**config.mk**
```make
export PLATFORM = sky130hd
export DESIGN_NAME = zcs_top
export DESIGN_NICKNAME = d
export VERILOG_FILES = /design/src/zcs_timer.v /design/src/zcs_top.v
export VERILOG_INCLUDE_DIRS = /design/src /design/src/inc
export SDC_FILE = /design/constraint.sdc
export NUM_CORES = 1
export LEC_CHECK = 0
export BUFFER_PORTS_ARGS = -buffer_cell sky130_fd_sc_hd__buf_2
export CELL_PAD_IN_SITES_DETAIL_PLACEMENT = 1
export CELL_PAD_IN_SITES_GLOBAL_PLACEMENT = 2
export CORE_UTILIZATION = 38
export DETAILED_ROUTE_END_ITERATION = 8
export MAX_ROUTING_LAYER = met4
export PLACE_DENSITY_LB_ADDON = 0.1
export SLEW_MARGIN = 10
export SYNTH_ARGS = -nofsm -noshare
export SYNTH_HDL_FRONTEND = slang
export SYNTH_SLANG_ARGS = --single-unit
```
**constraint.sdc**
```tcl
create_clock -name pclk -period 5.07 [get_ports pclk]
set_input_delay 0.2535 -clock pclk [delete_from_list [all_inputs] [get_ports pclk]]
set_output_delay 0.2535 -clock pclk [all_outputs]
set_load 0.02 [all_outputs]
```
**src/inc/zcs_regs.vh**
```
`ifndef ZCS_REGS_VH
`define ZCS_REGS_VH
// ----------------------------------------
// Register byte offsets
// ----------------------------------------
`define ZCS_OFS_LEVEL 8'h00
`define ZCS_OFS_PERIOD 8'h04
`define ZCS_OFS_SELECT 8'h08
`define ZCS_OFS_OLTIMER 8'h0c
`define ZCS_OFS_ROUTE 8'h10
`define ZCS_OFS_STATUS 8'h14
`define ZCS_OFS_INTSTAT 8'h18
`define ZCS_OFS_INTMASK 8'h1c
// ----------------------------------------
// Reset values and ranges
// ----------------------------------------
// Level in 0.1 % of rated current
`define ZCS_LEVEL_RST 12'h032
`define ZCS_LEVEL_MAX 12'h7d0
// Period in 10 ms units
`define ZCS_PERIOD_RST 7'h32
`define ZCS_PERIOD_MAX 7'h64
`define ZCS_PERIOD_SHORT 7'h04
// Selection code
`define ZCS_SEL_RST 7'h01
`define ZCS_SEL_MAX 7'h1f
`define ZCS_SEL_DRIVE 7'h64
`define ZCS_SEL_REGEN 7'h65
// Overload timer in 0.1 s units
`define ZCS_OLT_RST 14'h0000
`define ZCS_OLT_MAX 14'h00fa
`define ZCS_OLT_OFF 14'h270f
`define ZCS_ROUTE_RST 4'h4
// ----------------------------------------
// Field positions
// ----------------------------------------
`define ZCS_SEL_NOFAST 0
`define ZCS_SEL_NOACC 1
`define ZCS_SEL_NOCONST 2
`define ZCS_SEL_NODEC 3
`define ZCS_SEL_STOP 4
`define ZCS_EV_ZC 0
`define ZCS_EV_OL 1
`define ZCS_EV_STOP 2
`define ZCS_EV_SHUT 3
// ----------------------------------------
// Timing
// ----------------------------------------
`define ZCS_CLK_MHZ 25
`define ZCS_TICK_US 1000
`define ZCS_MIN_QUAL_MS 50
`define ZCS_HOLD_MS 100
`define ZCS_PERIOD_UNIT_MS 10
`define ZCS_OLT_UNIT_MS 100
`endif

```
**src/zcs_timer.v**
```verilog
`timescale 1ns/1ps
// ----------------------------------------
// Tick counter with threshold
// ----------------------------------------
module zcs_timer #(
	parameter W = 16
) (
	// Clock and reset
	input wire pclk,
	input wire presetn,
	// Control
	input wire run,
	input wire tick,
	input wire [W-1:0] limit,
	// Result
	output reg done
);
	reg [W-1:0] count;

	// Saturates so a long wait cannot wrap back to zero
	always @(posedge pclk or negedge presetn) begin
		if (!presetn) begin
			count <= {W{1'b0}};
			done <= 1'b0;
		end else if (!run) begin
			count <= {W{1'b0}};
			done <= 1'b0;
		end else begin
			if (tick && count != {W{1'b1}})
				count <= count + 1'b1;
			done <= (count >= limit);
		end
	end
endmodule // zcs_timer

```
**src/zcs_top.v**
```verilog
// Chosen here: the address map and the APB register port.
`timescale 1ns/1ps
`include "zcs_regs.vh"
// Notes on behaviour
// - While running, flag after current stays below level longer than period.
// - Level is 0.1 % of rated current, 0 to 200 %, default 5 %.
// - Period counts from current dropping below level; up to 1 s, default 0.5 s.
// - After the condition ends, flag is held about 100 ms before release.
// - Period settings 0 to 0.04 s qualify in about 50 ms.
// - Detection stays active during online auto tuning.
// - Flag goes to the assigned open-collector terminal, displacing other functions.
// - Stall prevention under V/F lowers frequency when current exceeds limit.
// - Fast current limit shuts off output when current exceeds limit.
// - Overload alarm immediately, after delay up to 25 s, or never on 9999.
// - With stop-on-overload selected, stop drive and show stall stop alarm.
// - Codes 100 and 101 restrict stall prevention and fast limit to driving or regeneration.
module zcs_top #(
	parameter CUR_W = 12,
	parameter N_OC = 4,
	parameter TICK_CYCLES = `ZCS_TICK_US * `ZCS_CLK_MHZ
) (
	// Clock and reset
	input wire pclk,
	input wire presetn,
	// APB slave
	input wire psel,
	input wire penable,
	input wire pwrite,
	input wire [7:0] paddr,
	input wire [31:0] pwdata,
	output reg [31:0] prdata,
	output reg pready,
	output reg pslverr,
	// Drive state
	input wire [CUR_W-1:0] out_current,
	input wire drive_running,
	input wire autotune_active,
	input wire vf_mode,
	input wire regen_mode,
	input wire [1:0] speed_phase,
	input wire over_limit,
	// Outputs
	output reg zero_current_flag,
	output reg overload_alarm,
	output reg freq_lower,
	output reg output_shutoff,
	output reg drive_stop,
	output reg stall_stop_alarm,
	output reg [N_OC-1:0] oc_out,
	output reg irq
);
	localparam PH_ACC = 2'b00;
	localparam PH_CONST = 2'b01;
	localparam PH_DEC = 2'b10;
	// Tick counts sized to the timer width
	localparam [15:0] MIN_QUAL = `ZCS_MIN_QUAL_MS;
	localparam [15:0] HOLD_TICKS = `ZCS_HOLD_MS;
	localparam [15:0] PERIOD_UNIT = `ZCS_PERIOD_UNIT_MS;
	localparam [15:0] OLT_UNIT = `ZCS_OLT_UNIT_MS;

	reg [CUR_W-1:0] zero_current_level;
	reg [6:0] zero_current_period;
	reg [6:0] stall_prevention_select;
	reg [13:0] overload_output_timer;
	reg [1:0] route_zc;
	reg [1:0] route_ol;
	reg [3:0] int_stat;
	reg [3:0] int_mask;
	reg [15:0] presc;
	reg tick;
	reg below;
	reg hold_run;
	reg ol_run;
	reg [15:0] qual_limit;
	reg [15:0] olt_limit;
	reg fast_en;
	reg stall_en;
	reg stop_sel;
	reg [31:0] next_prdata;
	reg next_slverr;
	reg [3:0] events;
	reg [N_OC-1:0] next_oc;
	wire qual_done;
	wire hold_done;
	wire ol_done;
	wire wr_en;
	wire ol_action;
	integer i;

	assign wr_en = psel & penable & pready & pwrite;
	assign ol_action = freq_lower | output_shutoff;

	// ----------------------------------------
	// APB access
	// ----------------------------------------
	// One wait state keeps read data coming straight from a flop
	always @(posedge pclk or negedge presetn) begin
		if (!presetn) begin
			pready <= 1'b0;
			prdata <= 32'h00000000;
			pslverr <= 1'b0;
		end else begin
			pready <= psel & penable & ~pready;
			prdata <= next_prdata;
			pslverr <= next_slverr;
		end
	end

	always @* begin
		next_prdata = 32'h00000000;
		next_slverr = 1'b0;
		case (paddr)
		`ZCS_OFS_LEVEL: next_prdata[CUR_W-1:0] = zero_current_level;
		`ZCS_OFS_PERIOD: next_prdata[6:0] = zero_current_period;
		`ZCS_OFS_SELECT: next_prdata[6:0] = stall_prevention_select;
		`ZCS_OFS_OLTIMER: next_prdata[13:0] = overload_output_timer;
		`ZCS_OFS_ROUTE: next_prdata[3:0] = {route_ol, route_zc};
		`ZCS_OFS_STATUS: next_prdata[5:0] = {stall_stop_alarm, drive_stop,
			output_shutoff, freq_lower, overload_alarm, zero_current_flag};
		`ZCS_OFS_INTSTAT: next_prdata[3:0] = int_stat;
		`ZCS_OFS_INTMASK: next_prdata[3:0] = int_mask;
		default: next_slverr = 1'b1;
		endcase
	end

	// ----------------------------------------
	// Configuration registers
	// ----------------------------------------
	// Out-of-range writes are dropped and the old setting stays
	always @(posedge pclk or negedge presetn) begin
		if (!presetn) begin
			zero_current_level <= `ZCS_LEVEL_RST;
			zero_current_period <= `ZCS_PERIOD_RST;
			stall_prevention_select <= `ZCS_SEL_RST;
			overload_output_timer <= `ZCS_OLT_RST;
			{route_ol, route_zc} <= `ZCS_ROUTE_RST;
			int_mask <= 4'h0;
		end else if (wr_en) begin
			case (paddr)
			`ZCS_OFS_LEVEL: if (pwdata[31:CUR_W] == 0 && pwdata[CUR_W-1:0] <= `ZCS_LEVEL_MAX)
				zero_current_level <= pwdata[CUR_W-1:0];
			`ZCS_OFS_PERIOD: if (pwdata[31:7] == 0 && pwdata[6:0] <= `ZCS_PERIOD_MAX)
				zero_current_period <= pwdata[6:0];
			`ZCS_OFS_SELECT: if (pwdata[31:7] == 0 && (pwdata[6:0] <= `ZCS_SEL_MAX ||
				pwdata[6:0] == `ZCS_SEL_DRIVE || pwdata[6:0] == `ZCS_SEL_REGEN))
				stall_prevention_select <= pwdata[6:0];
			`ZCS_OFS_OLTIMER: if (pwdata[31:14] == 0 && (pwdata[13:0] <= `ZCS_OLT_MAX ||
				pwdata[13:0] == `ZCS_OLT_OFF))
				overload_output_timer <= pwdata[13:0];
			`ZCS_OFS_ROUTE: {route_ol, route_zc} <= pwdata[3:0];
			`ZCS_OFS_INTMASK: int_mask <= pwdata[3:0];
			default: ;
			endcase
		end
	end

	// ----------------------------------------
	// Control tick
	// ----------------------------------------
	always @(posedge pclk or negedge presetn) begin
		if (!presetn) begin
			presc <= 16'h0000;
			tick <= 1'b0;
		end else if (presc == TICK_CYCLES[15:0] - 16'h0001) begin
			presc <= 16'h0000;
			tick <= 1'b1;
		end else begin
			presc <= presc + 16'h0001;
			tick <= 1'b0;
		end
	end

	// ----------------------------------------
	// Zero current detection
	// ----------------------------------------
	always @* begin
		below = drive_running & (out_current < zero_current_level) |
			drive_running & autotune_active & (out_current < zero_current_level);
		if (zero_current_period <= `ZCS_PERIOD_SHORT)
			qual_limit = MIN_QUAL;
		else
			qual_limit = zero_current_period * PERIOD_UNIT;
		hold_run = zero_current_flag & ~below;
	end

	zcs_timer #(.W(16)) u_qual (
		.pclk(pclk),
		.presetn(presetn),
		.run(below),
		.tick(tick),
		.limit(qual_limit),
		.done(qual_done)
	);

	zcs_timer #(.W(16)) u_hold (
		.pclk(pclk),
		.presetn(presetn),
		.run(hold_run),
		.tick(tick),
		.limit(HOLD_TICKS),
		.done(hold_done)
	);

	// ----------------------------------------
	// Stall prevention select
	// ----------------------------------------
	always @* begin
		fast_en = 1'b0;
		stall_en = 1'b0;
		stop_sel = 1'b0;
		case (stall_prevention_select)
		`ZCS_SEL_DRIVE: begin
			fast_en = ~regen_mode;
			stall_en = ~regen_mode;
		end
		`ZCS_SEL_REGEN: begin
			fast_en = regen_mode;
			stall_en = regen_mode;
		end
		default: begin
			fast_en = ~stall_prevention_select[`ZCS_SEL_NOFAST];
			stop_sel = stall_prevention_select[`ZCS_SEL_STOP];
			case (speed_phase)
			PH_ACC: stall_en = ~stall_prevention_select[`ZCS_SEL_NOACC];
			PH_CONST: stall_en = ~stall_prevention_select[`ZCS_SEL_NOCONST];
			PH_DEC: stall_en = ~stall_prevention_select[`ZCS_SEL_NODEC];
			default: stall_en = 1'b0;
			endcase
		end
		endcase
	end

	// ----------------------------------------
	// Overload alarm delay
	// ----------------------------------------
	always @* begin
		// Off code overflows here, but the timer never runs then
		olt_limit = overload_output_timer * OLT_UNIT;
		ol_run = ol_action & (overload_output_timer != `ZCS_OLT_OFF);
	end

	zcs_timer #(.W(16)) u_olt (
		.pclk(pclk),
		.presetn(presetn),
		.run(ol_run),
		.tick(tick),
		.limit(olt_limit),
		.done(ol_done)
	);

	// ----------------------------------------
	// Outputs and events
	// ----------------------------------------
	always @* begin
		events = 4'h0;
		events[`ZCS_EV_ZC] = qual_done & ~zero_current_flag;
		events[`ZCS_EV_OL] = ol_done & ~overload_alarm;
		events[`ZCS_EV_STOP] = stop_sel & ol_action & ~drive_stop;
		events[`ZCS_EV_SHUT] = drive_running & over_limit & fast_en & ~output_shutoff;
		next_oc = {N_OC{1'b0}};
		for (i = 0; i < N_OC; i = i + 1) begin
			if (route_zc == i[1:0])
				next_oc[i] = zero_current_flag;
			else if (route_ol == i[1:0])
				next_oc[i] = overload_alarm;
		end
	end

	always @(posedge pclk or negedge presetn) begin
		if (!presetn) begin
			zero_current_flag <= 1'b0;
			overload_alarm <= 1'b0;
			freq_lower <= 1'b0;
			output_shutoff <= 1'b0;
			drive_stop <= 1'b0;
			stall_stop_alarm <= 1'b0;
			oc_out <= {N_OC{1'b0}};
			int_stat <= 4'h0;
			irq <= 1'b0;
		end else begin
			if (qual_done)
				zero_current_flag <= 1'b1;
			else if (hold_done)
				zero_current_flag <= 1'b0;
			overload_alarm <= ol_done;
			freq_lower <= drive_running & vf_mode & over_limit & stall_en;
			output_shutoff <= drive_running & over_limit & fast_en;
			if (stop_sel & ol_action) begin
				drive_stop <= 1'b1;
				stall_stop_alarm <= 1'b1;
			end else if (!drive_running) begin
				drive_stop <= 1'b0;
			end
			oc_out <= next_oc;
			// Set beats a same-cycle clear
			if (wr_en && paddr == `ZCS_OFS_INTSTAT)
				int_stat <= (int_stat & ~pwdata[3:0]) | events;
			else
				int_stat <= int_stat | events;
			irq <= |(int_stat & int_mask);
		end
	end
endmodule // zcs_top

```
Word level (Yosys, flattened, before mapping):

Cells that the tools add are included.

* register bits after elaboration: 147
* latch bits: 0
* memory bits (writable): 0
* ROM bits: 0
* input bits: 64
* output and inout port bits: 45
* logic and storage cells: 171
* memories kept: 0

* add/sub/neg operators: 4
* $mul: 2
* divide/modulo/power cells: 0
* order comparisons: 9
* equality and inequality tests: 29
* shifts and indexed selects: 0
* mux-type cells: 35
* bitwise gates (word level): 37
* reduce and logical (&&, ||, !) cells: 28

Operators with widths (number)
* $mux 16: 7
* $add 16x1->16 const B: 4
* $ne 16x16->1 const B: 3
* $eq 8x5->1 const B: 4
* $pmux 4 s8: 1
* $eq 7x7->1 const B: 4
* $logic_not 25->1: 1
* $logic_not 20->1: 1
* $and 1x1->1: 19
* $logic_not 18->1: 1
* $mux 1: 18
* $eq 16x15->1 const B: 1
* $eq 8x4->1 const B: 2
* $ge 16x11->1: 1
* $ge 16x16->1: 1
* $ge 16x7->1 const B: 1
* $eq 14x14->1 const B: 1
* $le 14x8->1 const B: 1
* $mul 14x5->14 const B: 1
* $ne 14x14->1 const B: 1
* $le 12x11->1 const B: 1
* $lt 12x12->1: 1
* $reduce_and 3->1: 4
* $mux 11: 1
* other kinds (30): 64

Logic depth before layout (Yosys ltp):

Gate-level depths: netlist of run 1.

* word-level depth: 7
* depth in mapped cells: 17

By module:

A second synthesis of run 1 with hierarchy kept.

* cells, all modules: 1037
* area, all modules: 9963.3 µm²

By module, submodules not included
* zcs_top: times used 1, cells each 572, area an instance 6048.3 µm²
* zcs_timer: times used 3, cells each 155, area an instance 1305.0 µm²

Worst setup path before layout of run 1:

Ideal clock, no wire load.

* path kind: reg-to-reg
* start point: reg overload_output_timer[4]
* end point: reg u_olt.done
* arrival time: 3.619 ns
* data required time: 4.926 ns
* path slack: 1.307 ns
* stages on the path, launching flop included: 18
* period minus slack after synthesis: 3.763 ns
* cell sequence: dfrtp_1 -> inv_1 -> ha_1 -> ha_1 -> inv_1 -> fa_1 -> inv_1 -> ha_1 -> o211ai_1 -> nand2_1 -> a31o_2 -> a21oi_1 -> xnor2_1 -> ha_1 -> a21oi_1 -> o21ai_0 -> a2111oi_0 -> a211oi_1

* longest elaborated chain between the ends: 3
* elaborated cells between the ends (all ways): 5
* those cells by class: mul (1); order compare (1); eq/ne (1); mux (1); bitwise (1)

RTL lines
* start, declared: line zcs_top.v:64 `reg [13:0] overload_output_timer;`
* start signal, assigned: line zcs_top.v:135 `` overload_output_timer <= `ZCS_OLT_RST; ``
* start signal, assigned: line zcs_top.v:149 `overload_output_timer <= pwdata[13:0];`
* $mul 14x5->14 / $ne 14x14->1 (equally long branches)
* $ge 16x16->1 / $and 1x1->1 (equally long branches): line zcs_timer.v:31, zcs_top.v:239
* $mux 1 (*): line zcs_timer.v:25 `end else if (!run) begin`
* end signal, assigned: line zcs_timer.v:31 `done <= (count >= limit);`
* end, declared: line zcs_timer.v:16 `output reg done`

Every way passes the cells marked *; elsewhere a longest branch is shown, timed or not.
A chain may end at the register's enable or synchronous reset.

Worst setup path in the final report of run 1:

Ends and elaborated chain as after synthesis.

==> flow_results.xml, run 1 <==
<?xml version="1.0" encoding="UTF-8"?>
<metrics>
  <group name="outcome">
    <metric name="status" unit="">finished clean</metric>
  </group>
  <group name="hold_path">
    <metric name="worstHoldEndpoint" unit="">pready$_DFF_PN0_</metric>
    <metric name="min_from" unit="">penable</metric>
    <metric name="hp-class" unit="">in2reg</metric>
    <metric name="min_path_cells" unit="">3</metric>
  </group>
  <group name="synth">
    <metric name="syn_avg_cell_area" unit="sq um">10.0</metric>
    <metric name="yosys.cell_types.count" unit="">68</metric>
    <metric name="synth_edf_count" unit="">0</metric>
    <metric name="async_flop_share" unit="">1.00</metric>
    <metric name="ys_ff_latch" unit="">147</metric>
    <metric name="syn_area" unit="sq um">9250</metric>
    <metric name="ys.flop_type" unit="">sky130_fd_sc_hd__dfrtp_1</metric>
    <metric name="synthCells" unit="">925</metric>
    <metric name="yosysWarningCount" unit="">0</metric>
    <metric name="synth_seq_area_share" unit="">0.399</metric>
  </group>
  <group name="global_routing">
    <metric name="total_routing_usage_gr" unit="">0.214</metric>
    <metric name="globalRoute.totalOverflow" unit="">0</metric>
    <metric name="grt_pass1_wl" unit="mm">40.0</metric>
    <metric name="pin_count_of_the_biggest_net_entering_global_routing" unit="">70</metric>
    <metric name="initial_antenna_violation_count" unit="">1</metric>
    <metric name="first_global_vias" unit="">7524</metric>
  </group>
  <group name="layout">
    <metric name="fraction_of_layout_instances_using_a_drive_strength_above_1" unit="">0.200</metric>
    <metric name="nets" unit="">1171</metric>
    <metric name="flow.area_growth_from_synthesis" unit="%">14.7</metric>
    <metric name="layout.cells.most_common_list" unit="">sky130_fd_sc_hd__dfrtp_1, sky130_fd_sc_hd__buf_2, sky130_fd_sc_hd__ha_1</metric>
    <metric name="layout.cells.most_common" unit="">sky130_fd_sc_hd__dfrtp_1</metric>
  </group>
  <group name="floorplan">
    <metric name="floorplan.die_area" unit="sq um">25000</metric>
    <metric name="fp.dieW" unit="um">158</metric>
    <metric name="floorplan.die.height" unit="um">158</metric>
    <metric name="num_rows" unit="">56</metric>
    <metric name="core_area" unit="sq um">23700</metric>
    <metric name="initial_utilization" unit="">0.391</metric>
    <metric name="floorplan.io_pins" unit="">109</metric>
  </group>
  <group name="critical_path">
    <metric name="r2r.worst_path.cells" unit="">17</metric>
    <metric name="crit_path_max_incr_delay" unit="ns">0.50</metric>
    <metric name="timing.critical_path.required" unit="ns">5.37</metric>
    <metric name="startpoint_type" unit="">register</metric>
    <metric name="critical_path.slowest_cell" unit="">sky130_fd_sc_hd__fa_1</metric>
    <metric name="cp.arrival" unit="ns">4.46</metric>
    <metric name="critPathTopFamily" unit="">adder cells</metric>
    <metric name="r2r_slack" unit="ns">0.91</metric>
    <metric name="timing.rr.start" unit="">overload_output_timer[4]$_DFFE_PN0P_</metric>
    <metric name="cp_common_cell" unit="">sky130_fd_sc_hd__ha_1</metric>
    <metric name="crit_path_max_fanout" unit="">6</metric>
    <metric name="total_buffers_and_inverters_traversed_by_the_critical_path" unit="">3</metric>
    <metric name="cp-end-kind" unit="">register</metric>
    <metric name="crit-reg2reg-capture" unit="">u_olt.done$_DFF_PN0_</metric>
    <metric name="criticalPathCategory" unit="">reg2reg</metric>
    <metric name="crit_path_cell_trace" unit="">inv_1 -&gt; ha_1 -&gt; ha_1 -&gt; inv_1 -&gt; fa_1 -&gt; inv_1 -&gt; ha_1 -&gt; nor4_1 -&gt; o21ai_0 -&gt; a31o_2 -&gt; a21oi_1 -&gt; xnor2_1 -&gt; ha_1 -&gt; a21oi_1 -&gt; o21ai_0 -&gt; a2111oi_0 -&gt; a211oi_1</metric>
  </group>
  <group name="timing">
    <metric name="rsz_0062_raised_after_global_routing" unit="">no</metric>
    <metric name="finalHoldViolCount" unit="">0</metric>
    <metric name="clock_skew" unit="ns">0.0152</metric>
    <metric name="finalMaxSlewViolations" unit="">0</metric>
    <metric name="worst_relative_slew_slack" unit="">0.415</metric>
    <metric name="finalSetupViolCount" unit="">0</metric>
    <metric name="timing_worst_slew_pin_value" unit="ns">0.869</metric>
    <metric name="period_needed" unit="ns">4.16</metric>
    <metric name="fmax" unit="MHz">241</metric>
    <metric name="final.period_utilization" unit="">0.820</metric>
    <metric name="final.setup.tns" unit="ns">0</metric>
    <metric name="setup_ws" unit="ns">0.913</metric>
  </group>
  <group name="clock_tree">
    <metric name="cts_htree_levels" unit="">4</metric>
    <metric name="insertion_delay" unit="ns">0.43</metric>
    <metric name="number_of_buffers_added_by_the_clock_tree_synthesis_step" unit="">17</metric>
    <metric name="cts_post_setup_buffers_inserted" unit="">0</metric>
    <metric name="clock_tree_from_tritoncts" unit="">done</metric>
    <metric name="cts.sink_count" unit="">147</metric>
    <metric name="clk_path_buf_depth" unit="">2</metric>
    <metric name="root_buffer" unit="">sky130_fd_sc_hd__clkbuf_16</metric>
    <metric name="clk_transition_reported_paths" unit="ns">0.07</metric>
    <metric name="cts-resized-gates" unit="">0</metric>
  </group>
  <group name="place">
    <metric name="dpl_worst_slack" unit="ns">0.831</metric>
    <metric name="placement.io_buffers" unit="">89</metric>
    <metric name="place_congestion" unit="">0.784</metric>
    <metric name="post-dp-hpwl" unit="mm">17.9</metric>
  </group>
  <group name="route">
    <metric name="post_dr_vias_cell" unit="">5.22</metric>
    <metric name="detailedRoute.firstIterationViolations" unit="">193</metric>
    <metric name="drtPass1Iterations" unit="">4</metric>
    <metric name="drt.antenna.violating_nets" unit="">0</metric>
    <metric name="drc_violations" unit="">0</metric>
    <metric name="detail_route.wl_per_cell" unit="um">17.7</metric>
    <metric name="detailroute.via_count" unit="">7047</metric>
    <metric name="drt-total-wl" unit="mm">23.9</metric>
  </group>
  <group name="job">
    <metric name="max_cap_violations" unit="">0</metric>
  </group>
  <group name="power_and_ir_drop">
    <metric name="p_leak" unit="nW">5.01</metric>
    <metric name="power.density" unit="nW/um^2">252</metric>
    <metric name="power.ir.vdd_worst" unit="uV">173</metric>
  </group>
</metrics>
## synth_stat cells, types with 13 or more instances
cell                       instances  share of area
sky130_fd_sc_hd__xor2_1           29          0.027
sky130_fd_sc_hd__inv_1            64          0.026
sky130_fd_sc_hd__nor4_1           15          0.010
sky130_fd_sc_hd__nor2_1           81          0.033
sky130_fd_sc_hd__a21oi_1          31          0.017
sky130_fd_sc_hd__dfrtp_1         139           0.38
sky130_fd_sc_hd__mux2_2           49          0.060
sky130_fd_sc_hd__nand4_1          24          0.016
sky130_fd_sc_hd__nand2_1          63          0.026
sky130_fd_sc_hd__nor3_1           27          0.015
sky130_fd_sc_hd__nor2b_1          13         0.0088
sky130_fd_sc_hd__clkbuf_1         18         0.0073
sky130_fd_sc_hd__nand3_1          35          0.019
sky130_fd_sc_hd__xnor2_1          33          0.031
sky130_fd_sc_hd__buf_4            18          0.015
sky130_fd_sc_hd__ha_1             82           0.11
sky130_fd_sc_hd__o21ai_0          27          0.015
## layer usage
layer | wire, um | GRT usage | up-vias
met2 | 11500 | 0.357 | 107
met3 | 735 | 0.0285 | 30
met1 | 11200 | 0.269 | 3469
met5 | 0 | - | -
li1 | - | - | 3441
met4 | 393 | 0.0623 | 0
## power by group
| group | switching [mW] | internal [mW] |
|---|---|---|
| combinational | 0.106 | 0.0425 |
| clock | 0.597 | 0.751 |
| sequential | 0.00395 | 1.18 |
| total | 0.707 | 1.97 |
## worst max-delay path by stage
| stage | end | start | slack [ns] | cells after the start |
|---|---|---|---|---|
| after floorplan | u_olt.done$_DFF_PN0_ | overload_output_timer[4]$_DFFE_PN0P_ | 1.31 | 17 |
| after detailed placement | u_olt.done$_DFF_PN0_ | overload_output_timer[4]$_DFFE_PN0P_ | 0.83 | 17 |
| after global placement | u_olt.done$_DFF_PN0_ | overload_output_timer[4]$_DFFE_PN0P_ | 0.97 | 17 |
| after global routing | u_olt.done$_DFF_PN0_ | overload_output_timer[4]$_DFFE_PN0P_ | 0.56 | 17 |
| after CTS | u_olt.done$_DFF_PN0_ | overload_output_timer[5]$_DFFE_PN0P_ | 0.84 | 17 |
| final | u_olt.done$_DFF_PN0_ | overload_output_timer[4]$_DFFE_PN0P_ | 0.91 | 17 |
## what timing repair did
action                     CTS  global route
hold buffers                 1             0
setup endpoints to repair    0             0
hold endpoints to repair    62             0
## state kept, by name, summed over array words and instances (netlist names), 2 cells and up
| signal | cells |
|---|---|
| presc | 16 |
| u_hold.count | 16 |
| u_olt.count | 16 |
| u_qual.count | 16 |
| overload_output_timer | 14 |
| prdata | 14 |
| zero_current_level | 12 |
| stall_prevention_select | 7 |
| zero_current_period | 7 |
| int_mask | 4 |
| int_stat | 4 |
| oc_out | 4 |
| route_ol | 2 |
| route_zc | 2 |
## final cells by class
cell class / instances / area (sq um)
fill: 2691 / 13100
multi-input combinational: 690 / 5160
sequential: 147 / 3690
timing repair buffer: 96 / 507
clock buffer: 17 / 425
tap: 319 / 399
inverter: 64 / 240
clock inverter: 15 / 189
antenna: 1 / 2.50
## tightest hold or removal path, stage by stage
cell and delay [ns]:
sky130_fd_sc_hd__buf_2 0.10, sky130_fd_sc_hd__nand2_1 0.05, sky130_fd_sc_hd__nor2_1 0.04
## kinds of logic (layout without fill, tap and decap cells)
group,after synthesis,after routing,share of synthesized area
mux,65,65,0.0837
simple gates,331,331,0.191
fa+ha+maj,91,91,0.130
compound gates,123,123,0.0874
flops,147,147,0.399
other cells,1,19,0.000405
xor+xnor,62,62,0.0587
buf+inv,105,192,0.0503
## per-stage QoR
step                area (sq um)  power (mW)  hold slack (ns)  instances   util
floorplan                   9320        1.28          -0.0421        942      -
global placement            9990        1.35            0.311       1315  0.422
detailed placement          9990        1.35            0.314       1315  0.422
CTS                        10600        2.71           0.0432       1348  0.448
global route               10600        2.77           0.0468       1349  0.448
finish                     10600        2.68           0.0528       1349  0.448
No activity file was read; power rests on OpenSTA's default activity.
==> run 2, diff against run 1 <==
--- a/config.mk
+++ b/config.mk
@@ -9,7 +9,7 @@
 export BUFFER_PORTS_ARGS = -buffer_cell sky130_fd_sc_hd__buf_2
 export CELL_PAD_IN_SITES_DETAIL_PLACEMENT = 1
 export CELL_PAD_IN_SITES_GLOBAL_PLACEMENT = 2
-export CORE_UTILIZATION = 38
+export CORE_UTILIZATION = 34
 export DETAILED_ROUTE_END_ITERATION = 8
 export MAX_ROUTING_LAYER = met4
 export PLACE_DENSITY_LB_ADDON = 0.1
==> constraint.sdc (replaced) <==
create_clock -name pclk -period 3.36 [get_ports pclk]
set_input_delay 0.168 -clock pclk [delete_from_list [all_inputs] [get_ports pclk]]
set_output_delay 0.168 -clock pclk [all_outputs]
set_load 0.02 [all_outputs]
==> run 2 against run 1 <==
The flow now finishes with violations (negative setup slack). Fmax rose by 13%. Sequential power rose by 51%. Sequential share of layout area fell by 1.5 points. Combinational power rose by 56%. Final area rose by 4.6%. Sequential cell count did not move. Register-to-register slack got worse by 1.2 ns. Final cell count rose by 5.1%. Highest routed layer unchanged.
==> flow_results.xml, run 2 (synthesis gave the netlist of run 1 again) <==
<?xml version="1.0" encoding="UTF-8"?>
<metrics>
  <group name="outcome">
    <metric name="status" unit="">finished with violations</metric>
    <metric name="failed_checks" unit="">negative setup slack</metric>
  </group>
  <group name="route">
    <metric name="drc_violations" unit="">0</metric>
    <metric name="post_dr_vias_cell" unit="">5.15</metric>
    <metric name="detailedRoute.firstIterationViolations" unit="">318</metric>
    <metric name="drt.antenna.violating_nets" unit="">0</metric>
    <metric name="drtPass1Iterations" unit="">4</metric>
    <metric name="detailroute.via_count" unit="">7301</metric>
    <metric name="detail_route.wl_per_cell" unit="um">17.8</metric>
    <metric name="drt-total-wl" unit="mm">25.3</metric>
  </group>
  <group name="place">
    <metric name="placed_cell_area" unit="sq um">10400</metric>
    <metric name="placement.io_buffers" unit="">89</metric>
    <metric name="dp.cells" unit="">1377</metric>
    <metric name="dpl_worst_slack" unit="ns">-0.564</metric>
    <metric name="place_congestion" unit="">0.799</metric>
    <metric name="post-dp-hpwl" unit="mm">18.8</metric>
  </group>
  <group name="global_routing">
    <metric name="globalRoute.totalOverflow" unit="">0</metric>
    <metric name="first_global_vias" unit="">7815</metric>
    <metric name="pin_count_of_the_biggest_net_entering_global_routing" unit="">101</metric>
    <metric name="grt_pass1_wl" unit="mm">41.7</metric>
    <metric name="total_routing_usage_gr" unit="">0.196</metric>
    <metric name="initial_antenna_violation_count" unit="">1</metric>
  </group>
  <group name="clock_tree">
    <metric name="number_of_buffers_added_by_the_clock_tree_synthesis_step" unit="">17</metric>
    <metric name="clk_path_buf_depth" unit="">2</metric>
    <metric name="clock_tree_from_tritoncts" unit="">done</metric>
    <metric name="cts.sink_count" unit="">147</metric>
    <metric name="insertion_delay" unit="ns">0.43</metric>
    <metric name="root_buffer" unit="">sky130_fd_sc_hd__clkbuf_16</metric>
    <metric name="cts_htree_levels" unit="">4</metric>
    <metric name="clk_transition_reported_paths" unit="ns">0.07</metric>
  </group>
  <group name="floorplan">
    <metric name="floorplan.die.height" unit="um">167</metric>
    <metric name="initial_utilization" unit="">0.345</metric>
    <metric name="num_rows" unit="">60</metric>
    <metric name="floorplan.die_area" unit="sq um">27900</metric>
    <metric name="core_area" unit="sq um">26800</metric>
    <metric name="fp.dieW" unit="um">167</metric>
    <metric name="floorplan.io_pins" unit="">109</metric>
  </group>
  <group name="hold_path">
    <metric name="hp-class" unit="">in2reg</metric>
  </group>
  <group name="timing">
    <metric name="worst_relative_slew_slack" unit="">0.387</metric>
    <metric name="period_needed" unit="ns">3.68</metric>
    <metric name="finalMaxSlewViolations" unit="">0</metric>
    <metric name="fmax" unit="MHz">272</metric>
    <metric name="final.period_utilization" unit="">1.09</metric>
    <metric name="finalHoldViolCount" unit="">0</metric>
    <metric name="final.setup.tns" unit="ns">-0.318</metric>
    <metric name="rsz_0062_raised_after_global_routing" unit="">yes</metric>
    <metric name="timing_worst_slew_pin_value" unit="ns">0.920</metric>
    <metric name="finalSetupViolCount" unit="">1</metric>
    <metric name="setup_ws" unit="ns">-0.318</metric>
    <metric name="hold_ws" unit="ns">0.0171</metric>
    <metric name="clock_skew" unit="ns">0.0167</metric>
  </group>
  <group name="power_and_ir_drop">
    <metric name="power.ir.vdd_worst" unit="uV">289</metric>
    <metric name="power.density" unit="nW/um^2">363</metric>
    <metric name="p_leak" unit="nW">5.26</metric>
  </group>
  <group name="critical_path">
    <metric name="cp_common_cell" unit="">sky130_fd_sc_hd__ha_1</metric>
    <metric name="timing.critical_path.required" unit="ns">3.63</metric>
    <metric name="crit_path_max_incr_delay" unit="ns">0.49</metric>
    <metric name="startpoint_type" unit="">register</metric>
    <metric name="crit_path_max_fanout" unit="">4</metric>
    <metric name="criticalPathCategory" unit="">reg2reg</metric>
    <metric name="critPathTopFamily" unit="">adder cells</metric>
    <metric name="crit_path_cell_trace" unit="">inv_1 -&gt; ha_1 -&gt; ha_1 -&gt; inv_1 -&gt; fa_1 -&gt; inv_2 -&gt; ha_4 -&gt; nor4_4 -&gt; o21ai_2 -&gt; a31o_2 -&gt; a21oi_2 -&gt; xnor2_1 -&gt; ha_1 -&gt; a21oi_2 -&gt; o21ai_2 -&gt; a2111oi_2 -&gt; a211oi_1</metric>
    <metric name="total_buffers_and_inverters_traversed_by_the_critical_path" unit="">3</metric>
    <metric name="cp-end-kind" unit="">register</metric>
    <metric name="critical_path.slowest_cell" unit="">sky130_fd_sc_hd__fa_1</metric>
    <metric name="cp.arrival" unit="ns">3.95</metric>
  </group>
  <group name="layout">
    <metric name="stdcell_area" unit="sq um">11100</metric>
    <metric name="layout.cells.most_common_list" unit="">sky130_fd_sc_hd__dfrtp_1, sky130_fd_sc_hd__buf_2, sky130_fd_sc_hd__nor2_1</metric>
    <metric name="fraction_of_layout_instances_using_a_drive_strength_above_1" unit="">0.249</metric>
    <metric name="layout.cells.most_common" unit="">sky130_fd_sc_hd__dfrtp_1</metric>
    <metric name="final_cell_count_no_fill" unit="">1418</metric>
    <metric name="flow.area_growth_from_synthesis" unit="%">20.0</metric>
    <metric name="nets" unit="">1218</metric>
  </group>
  <group name="job">
    <metric name="max_cap_violations" unit="">0</metric>
  </group>
</metrics>
[run 2: final timing paths]
kind                                                      startpoint                                 to  slack [ns]  cells after the start
max in group asynchronous                                    presetn        u_qual.count[3]$_DFFE_PN0P_        2.18                      3
worst max register to register  overload_output_timer[4]$_DFFE_PN0P_               u_olt.done$_DFF_PN0_       -0.32                     17
worst max-delay path            overload_output_timer[4]$_DFFE_PN0P_               u_olt.done$_DFF_PN0_       -0.32                     17
worst min register to register                      pready$_DFF_PN0_                   pready$_DFF_PN0_        0.45                      1
worst min-delay path                                       pwdata[8]  zero_current_level[8]$_DFFE_PN0P_        0.02                      2
min in group asynchronous                                    presetn                oc_out[1]$_DFF_PN0_        0.22                      2
[run 2: per-stage QoR]
stage               total power, mW  utilization
global placement               2.05        0.387
CTS                            4.10        0.413
floorplan                      1.93            -
global route                   4.18        0.414
finish                         4.03        0.414
detailed placement             2.05        0.387
[run 2: per-layer routing]
| layer | up-vias | track usage | share of wire |
|---|---|---|---|
| met2 | 129 | 0.328 | 0.48 |
| met3 | 29 | 0.0383 | 0.039 |
| met4 | 0 | 0.0560 | 0.018 |
| li1 | 3534 | - | - |
| met1 | 3609 | 0.240 | 0.46 |
| met5 | - | - | 0 |
[run 2: area by class of cell]
class,instances,area [sq um]
tap,341,427
antenna,1,2.50
timing repair buffer,143,883
multi-input combinational,690,5250
sequential,147,3690
inverter,64,240
clock inverter,15,190
fill,3027,15700
clock buffer,17,425
[run 2: power by group]
| part | switching [mW] | internal [mW] |
|---|---|---|
| Sequential | 0.00598 | 1.77 |
| Clock | 0.889 | 1.13 |
| Combinational | 0.164 | 0.0669 |
| Total | 1.06 | 2.98 |
[run 2: timing repair]
action                     CTS  global route
setup endpoints to repair    1             2
pin swaps                    2             2
hold endpoints to repair    46             0
buffers inserted             2             2
hold buffers                 4             0
gates resized for setup      5             7
==> run 3, diff against run 2 <==
--- a/config.mk
+++ b/config.mk
@@ -9,10 +9,12 @@
 export BUFFER_PORTS_ARGS = -buffer_cell sky130_fd_sc_hd__buf_2
 export CELL_PAD_IN_SITES_DETAIL_PLACEMENT = 1
 export CELL_PAD_IN_SITES_GLOBAL_PLACEMENT = 2
+export CORE_MARGIN = 3
 export CORE_UTILIZATION = 34
 export DETAILED_ROUTE_END_ITERATION = 8
 export MAX_ROUTING_LAYER = met4
 export PLACE_DENSITY_LB_ADDON = 0.1
+export SKIP_LAST_GASP = 1
 export SLEW_MARGIN = 10
 export SYNTH_ARGS = -nofsm -noshare
 export SYNTH_HDL_FRONTEND = slang
==> run 3 against run 2 <==
The flow still finishes with violations (negative setup slack). Via count decreased by 0.53%. Routed wire length increased by 1.5%. Critical path depth unchanged. Core utilization increased by 0.85 points. Worst hold slack improved by 0.017 ns. Critical path type unchanged.
==> flow_results.xml, run 3 (synthesis gave the netlist of run 1 again) <==
<?xml version="1.0" encoding="UTF-8"?>
<metrics>
  <group name="critical_path">
    <metric name="crit_path_cell_trace" unit="">inv_2 -&gt; ha_4 -&gt; ha_4 -&gt; inv_2 -&gt; fa_1 -&gt; inv_2 -&gt; ha_4 -&gt; nor4_4 -&gt; o21ai_2 -&gt; a31o_2 -&gt; a21oi_2 -&gt; xnor2_2 -&gt; ha_1 -&gt; a21oi_2 -&gt; o21ai_2 -&gt; a2111oi_2 -&gt; a211oi_1</metric>
    <metric name="crit_path_max_fanout" unit="">4</metric>
    <metric name="critPathTopFamily" unit="">adder cells</metric>
    <metric name="crit-reg2reg-capture" unit="">u_olt.done$_DFF_PN0_</metric>
    <metric name="crit_path_end" unit="">u_olt.done$_DFF_PN0_</metric>
    <metric name="crit_path_max_incr_delay" unit="ns">0.51</metric>
    <metric name="worstSetupStartpoint" unit="">overload_output_timer[4]$_DFFE_PN0P_</metric>
    <metric name="cp_num_cells" unit="">17</metric>
    <metric name="criticalPathCategory" unit="">reg2reg</metric>
    <metric name="critical_path.slowest_cell" unit="">sky130_fd_sc_hd__fa_1</metric>
    <metric name="cp-end-kind" unit="">register</metric>
    <metric name="startpoint_type" unit="">register</metric>
    <metric name="timing.rr.start" unit="">overload_output_timer[4]$_DFFE_PN0P_</metric>
    <metric name="total_buffers_and_inverters_traversed_by_the_critical_path" unit="">3</metric>
    <metric name="cp.arrival" unit="ns">4.03</metric>
    <metric name="r2r.worst_path.cells" unit="">17</metric>
    <metric name="r2r_slack" unit="ns">-0.41</metric>
    <metric name="timing.critical_path.required" unit="ns">3.63</metric>
  </group>
  <group name="outcome">
    <metric name="failed_checks" unit="">negative setup slack</metric>
    <metric name="status" unit="">finished with violations</metric>
  </group>
  <group name="route">
    <metric name="detailroute.wirelength.met2" unit="mm">12.7</metric>
    <metric name="drc_violations" unit="">0</metric>
    <metric name="post_dr_vias_cell" unit="">5.13</metric>
    <metric name="met3_wirelength" unit="um">906</metric>
    <metric name="top_layer" unit="">met4</metric>
    <metric name="drt-total-wl" unit="mm">25.7</metric>
    <metric name="drtPass1Iterations" unit="">4</metric>
    <metric name="detail_route.wl_per_cell" unit="um">18.1</metric>
    <metric name="detailroute.via_count" unit="">7262</metric>
    <metric name="detailedRoute.firstIterationViolations" unit="">304</metric>
    <metric name="detail_route.wirelength.met1" unit="mm">11.8</metric>
    <metric name="drt.antenna.violating_nets" unit="">0</metric>
  </group>
  <group name="place">
    <metric name="placed_cell_area" unit="sq um">10400</metric>
    <metric name="post-dp-hpwl" unit="mm">19.2</metric>
    <metric name="place_congestion" unit="">0.766</metric>
    <metric name="placement.io_buffers" unit="">89</metric>
  </group>
  <group name="job">
    <metric name="max_cap_violations" unit="">0</metric>
  </group>
  <group name="floorplan">
    <metric name="floorplan.die.height" unit="um">171</metric>
    <metric name="num_rows" unit="">59</metric>
    <metric name="initial_utilization" unit="">0.350</metric>
    <metric name="floorplan.io_pins" unit="">109</metric>
    <metric name="core_area" unit="sq um">26400</metric>
    <metric name="fp.dieW" unit="um">171</metric>
    <metric name="floorplan.die_area" unit="sq um">29200</metric>
  </group>
  <group name="clock_tree">
    <metric name="clock_tree_from_tritoncts" unit="">done</metric>
    <metric name="number_of_buffers_added_by_the_clock_tree_synthesis_step" unit="">17</metric>
    <metric name="clk_transition_reported_paths" unit="ns">0.07</metric>
    <metric name="cts.sink_count" unit="">147</metric>
    <metric name="clk_path_buf_depth" unit="">2</metric>
    <metric name="root_buffer" unit="">sky130_fd_sc_hd__clkbuf_16</metric>
    <metric name="insertion_delay" unit="ns">0.43</metric>
    <metric name="cts_htree_levels" unit="">4</metric>
  </group>
  <group name="power_and_ir_drop">
    <metric name="swShare" unit="">0.273</metric>
    <metric name="sequentialPowerShare" unit="">0.458</metric>
    <metric name="p_switching" unit="mW">1.06</metric>
    <metric name="internal_power" unit="mW">2.83</metric>
    <metric name="power.ir.vdd_worst" unit="uV">283</metric>
    <metric name="p_clk_frac" unit="">0.482</metric>
    <metric name="power.density" unit="nW/um^2">348</metric>
    <metric name="comb_power_share" unit="">0.059</metric>
    <metric name="p_leak" unit="nW">5.26</metric>
  </group>
  <group name="global_routing">
    <metric name="first_global_vias" unit="">7790</metric>
    <metric name="initial_antenna_violation_count" unit="">0</metric>
    <metric name="grt_pass1_wl" unit="mm">42.0</metric>
    <metric name="pin_count_of_the_biggest_net_entering_global_routing" unit="">65</metric>
    <metric name="globalRoute.totalOverflow" unit="">0</metric>
    <metric name="total_routing_usage_gr" unit="">0.187</metric>
  </group>
  <group name="layout">
    <metric name="layout.cells.most_common" unit="">sky130_fd_sc_hd__dfrtp_1</metric>
    <metric name="antenna_cells_inserted" unit="">0</metric>
    <metric name="nets" unit="">1222</metric>
    <metric name="flow.area_growth_from_synthesis" unit="%">20.8</metric>
    <metric name="fraction_of_layout_instances_using_a_drive_strength_above_1" unit="">0.261</metric>
    <metric name="stdcell_area" unit="sq um">11200</metric>
    <metric name="finish.utilization" unit="">0.423</metric>
    <metric name="layout.cells.most_common_list" unit="">sky130_fd_sc_hd__dfrtp_1, sky130_fd_sc_hd__buf_2, sky130_fd_sc_hd__nor2_1</metric>
    <metric name="fillerInstances" unit="">3012</metric>
  </group>
  <group name="timing">
    <metric name="rsz_0062_raised_after_global_routing" unit="">yes</metric>
    <metric name="finalMaxSlewViolations" unit="">0</metric>
    <metric name="period_needed" unit="ns">3.77</metric>
    <metric name="final.period_utilization" unit="">1.12</metric>
    <metric name="fmax" unit="MHz">265</metric>
    <metric name="worst_relative_slew_slack" unit="">0.376</metric>
    <metric name="clock_skew" unit="ns">0.0149</metric>
    <metric name="setup_ws" unit="ns">-0.407</metric>
    <metric name="timing_worst_slew_pin_value" unit="ns">0.928</metric>
    <metric name="finalSetupViolCount" unit="">1</metric>
    <metric name="finalHoldViolCount" unit="">0</metric>
  </group>
  <group name="hold_path">
    <metric name="hp-class" unit="">in2reg</metric>
  </group>
</metrics>
-- run 3: changes by cell type in the layout (fill, tap and decap cells not counted), sizes merged --
cell         change
dlygate4sd3      +2
bufinv           -2
buf              +2
clkinvlp         +1
inv              +1
diode            -1
-- run 3: timing repair --
item | CTS | global route
endpoints found under the setup margin | 1 | 2
hold buffers | 6 | 0
hold endpoints to repair | 55 | 0
pin swaps | 2 | 22
gates resized for setup | 4 | 26
buffers inserted | 1 | 6
-- run 3: worst min path at each step --
stage                from                                    end  slack, ns  cells after the start
3_5_place_dp      presetn                    oc_out[1]$_DFF_PN0_       0.20                      1
6_report       pwdata[13]  overload_output_timer[13]$_DFFE_PN0P_       0.03                      2
4_1_cts        pwdata[13]  overload_output_timer[13]$_DFFE_PN0P_      0.004                      2
3_3_place_gp      presetn                    oc_out[1]$_DFF_PN0_       0.21                      1
5_1_grt        pwdata[13]  overload_output_timer[13]$_DFFE_PN0P_       0.02                      2
2_1_floorplan     presetn                 drive_stop$_DFFE_PN0P_      -0.13                      0
-- run 3: routing by layer --
layer	global-route usage	up-vias
met5	-	-
met4	0.0364	0
met3	0.0284	14
met2	0.319	132
met1	0.237	3566
li1	-	3550
-- run 3: layout make-up --
class	count	area [sq um]	share of cell area
tap	335	419	0.0375
timing repair buffer	147	922	0.0825
sequential	147	3690	0.330
multi-input combinational	690	5340	0.478
clock inverter	15	140	0.0125
inverter	64	240	0.0215
clock buffer	17	425	0.0381
-- run 3: power groups by stage --
stage,sequential (mW),combinational [mW],clock [mW]
6_report,1.78,0.231,1.87
5_1_grt,1.78,0.259,2.00
4_1_cts,1.78,0.239,1.93
3_5_place_dp,1.81,0.233,0
3_3_place_gp,1.81,0.232,0
2_1_floorplan,1.82,0.112,0
-- run 3: metrics by stage --
stage	power (mW)	hold WS, ns	instances	setup slack (ns)	setup TNS (ns)
6_report	3.89	0.0342	1415	-0.407	-0.407
4_1_cts	3.94	0.00375	1409	-0.356	-0.356
5_1_grt	4.04	0.0215	1415	-0.619	-0.619
2_1_floorplan	1.93	-0.128	942	-0.169	-0.169
3_5_place_dp	2.05	0.202	1370	-0.492	-0.492
3_3_place_gp	2.05	0.211	1370	-0.370	-0.370
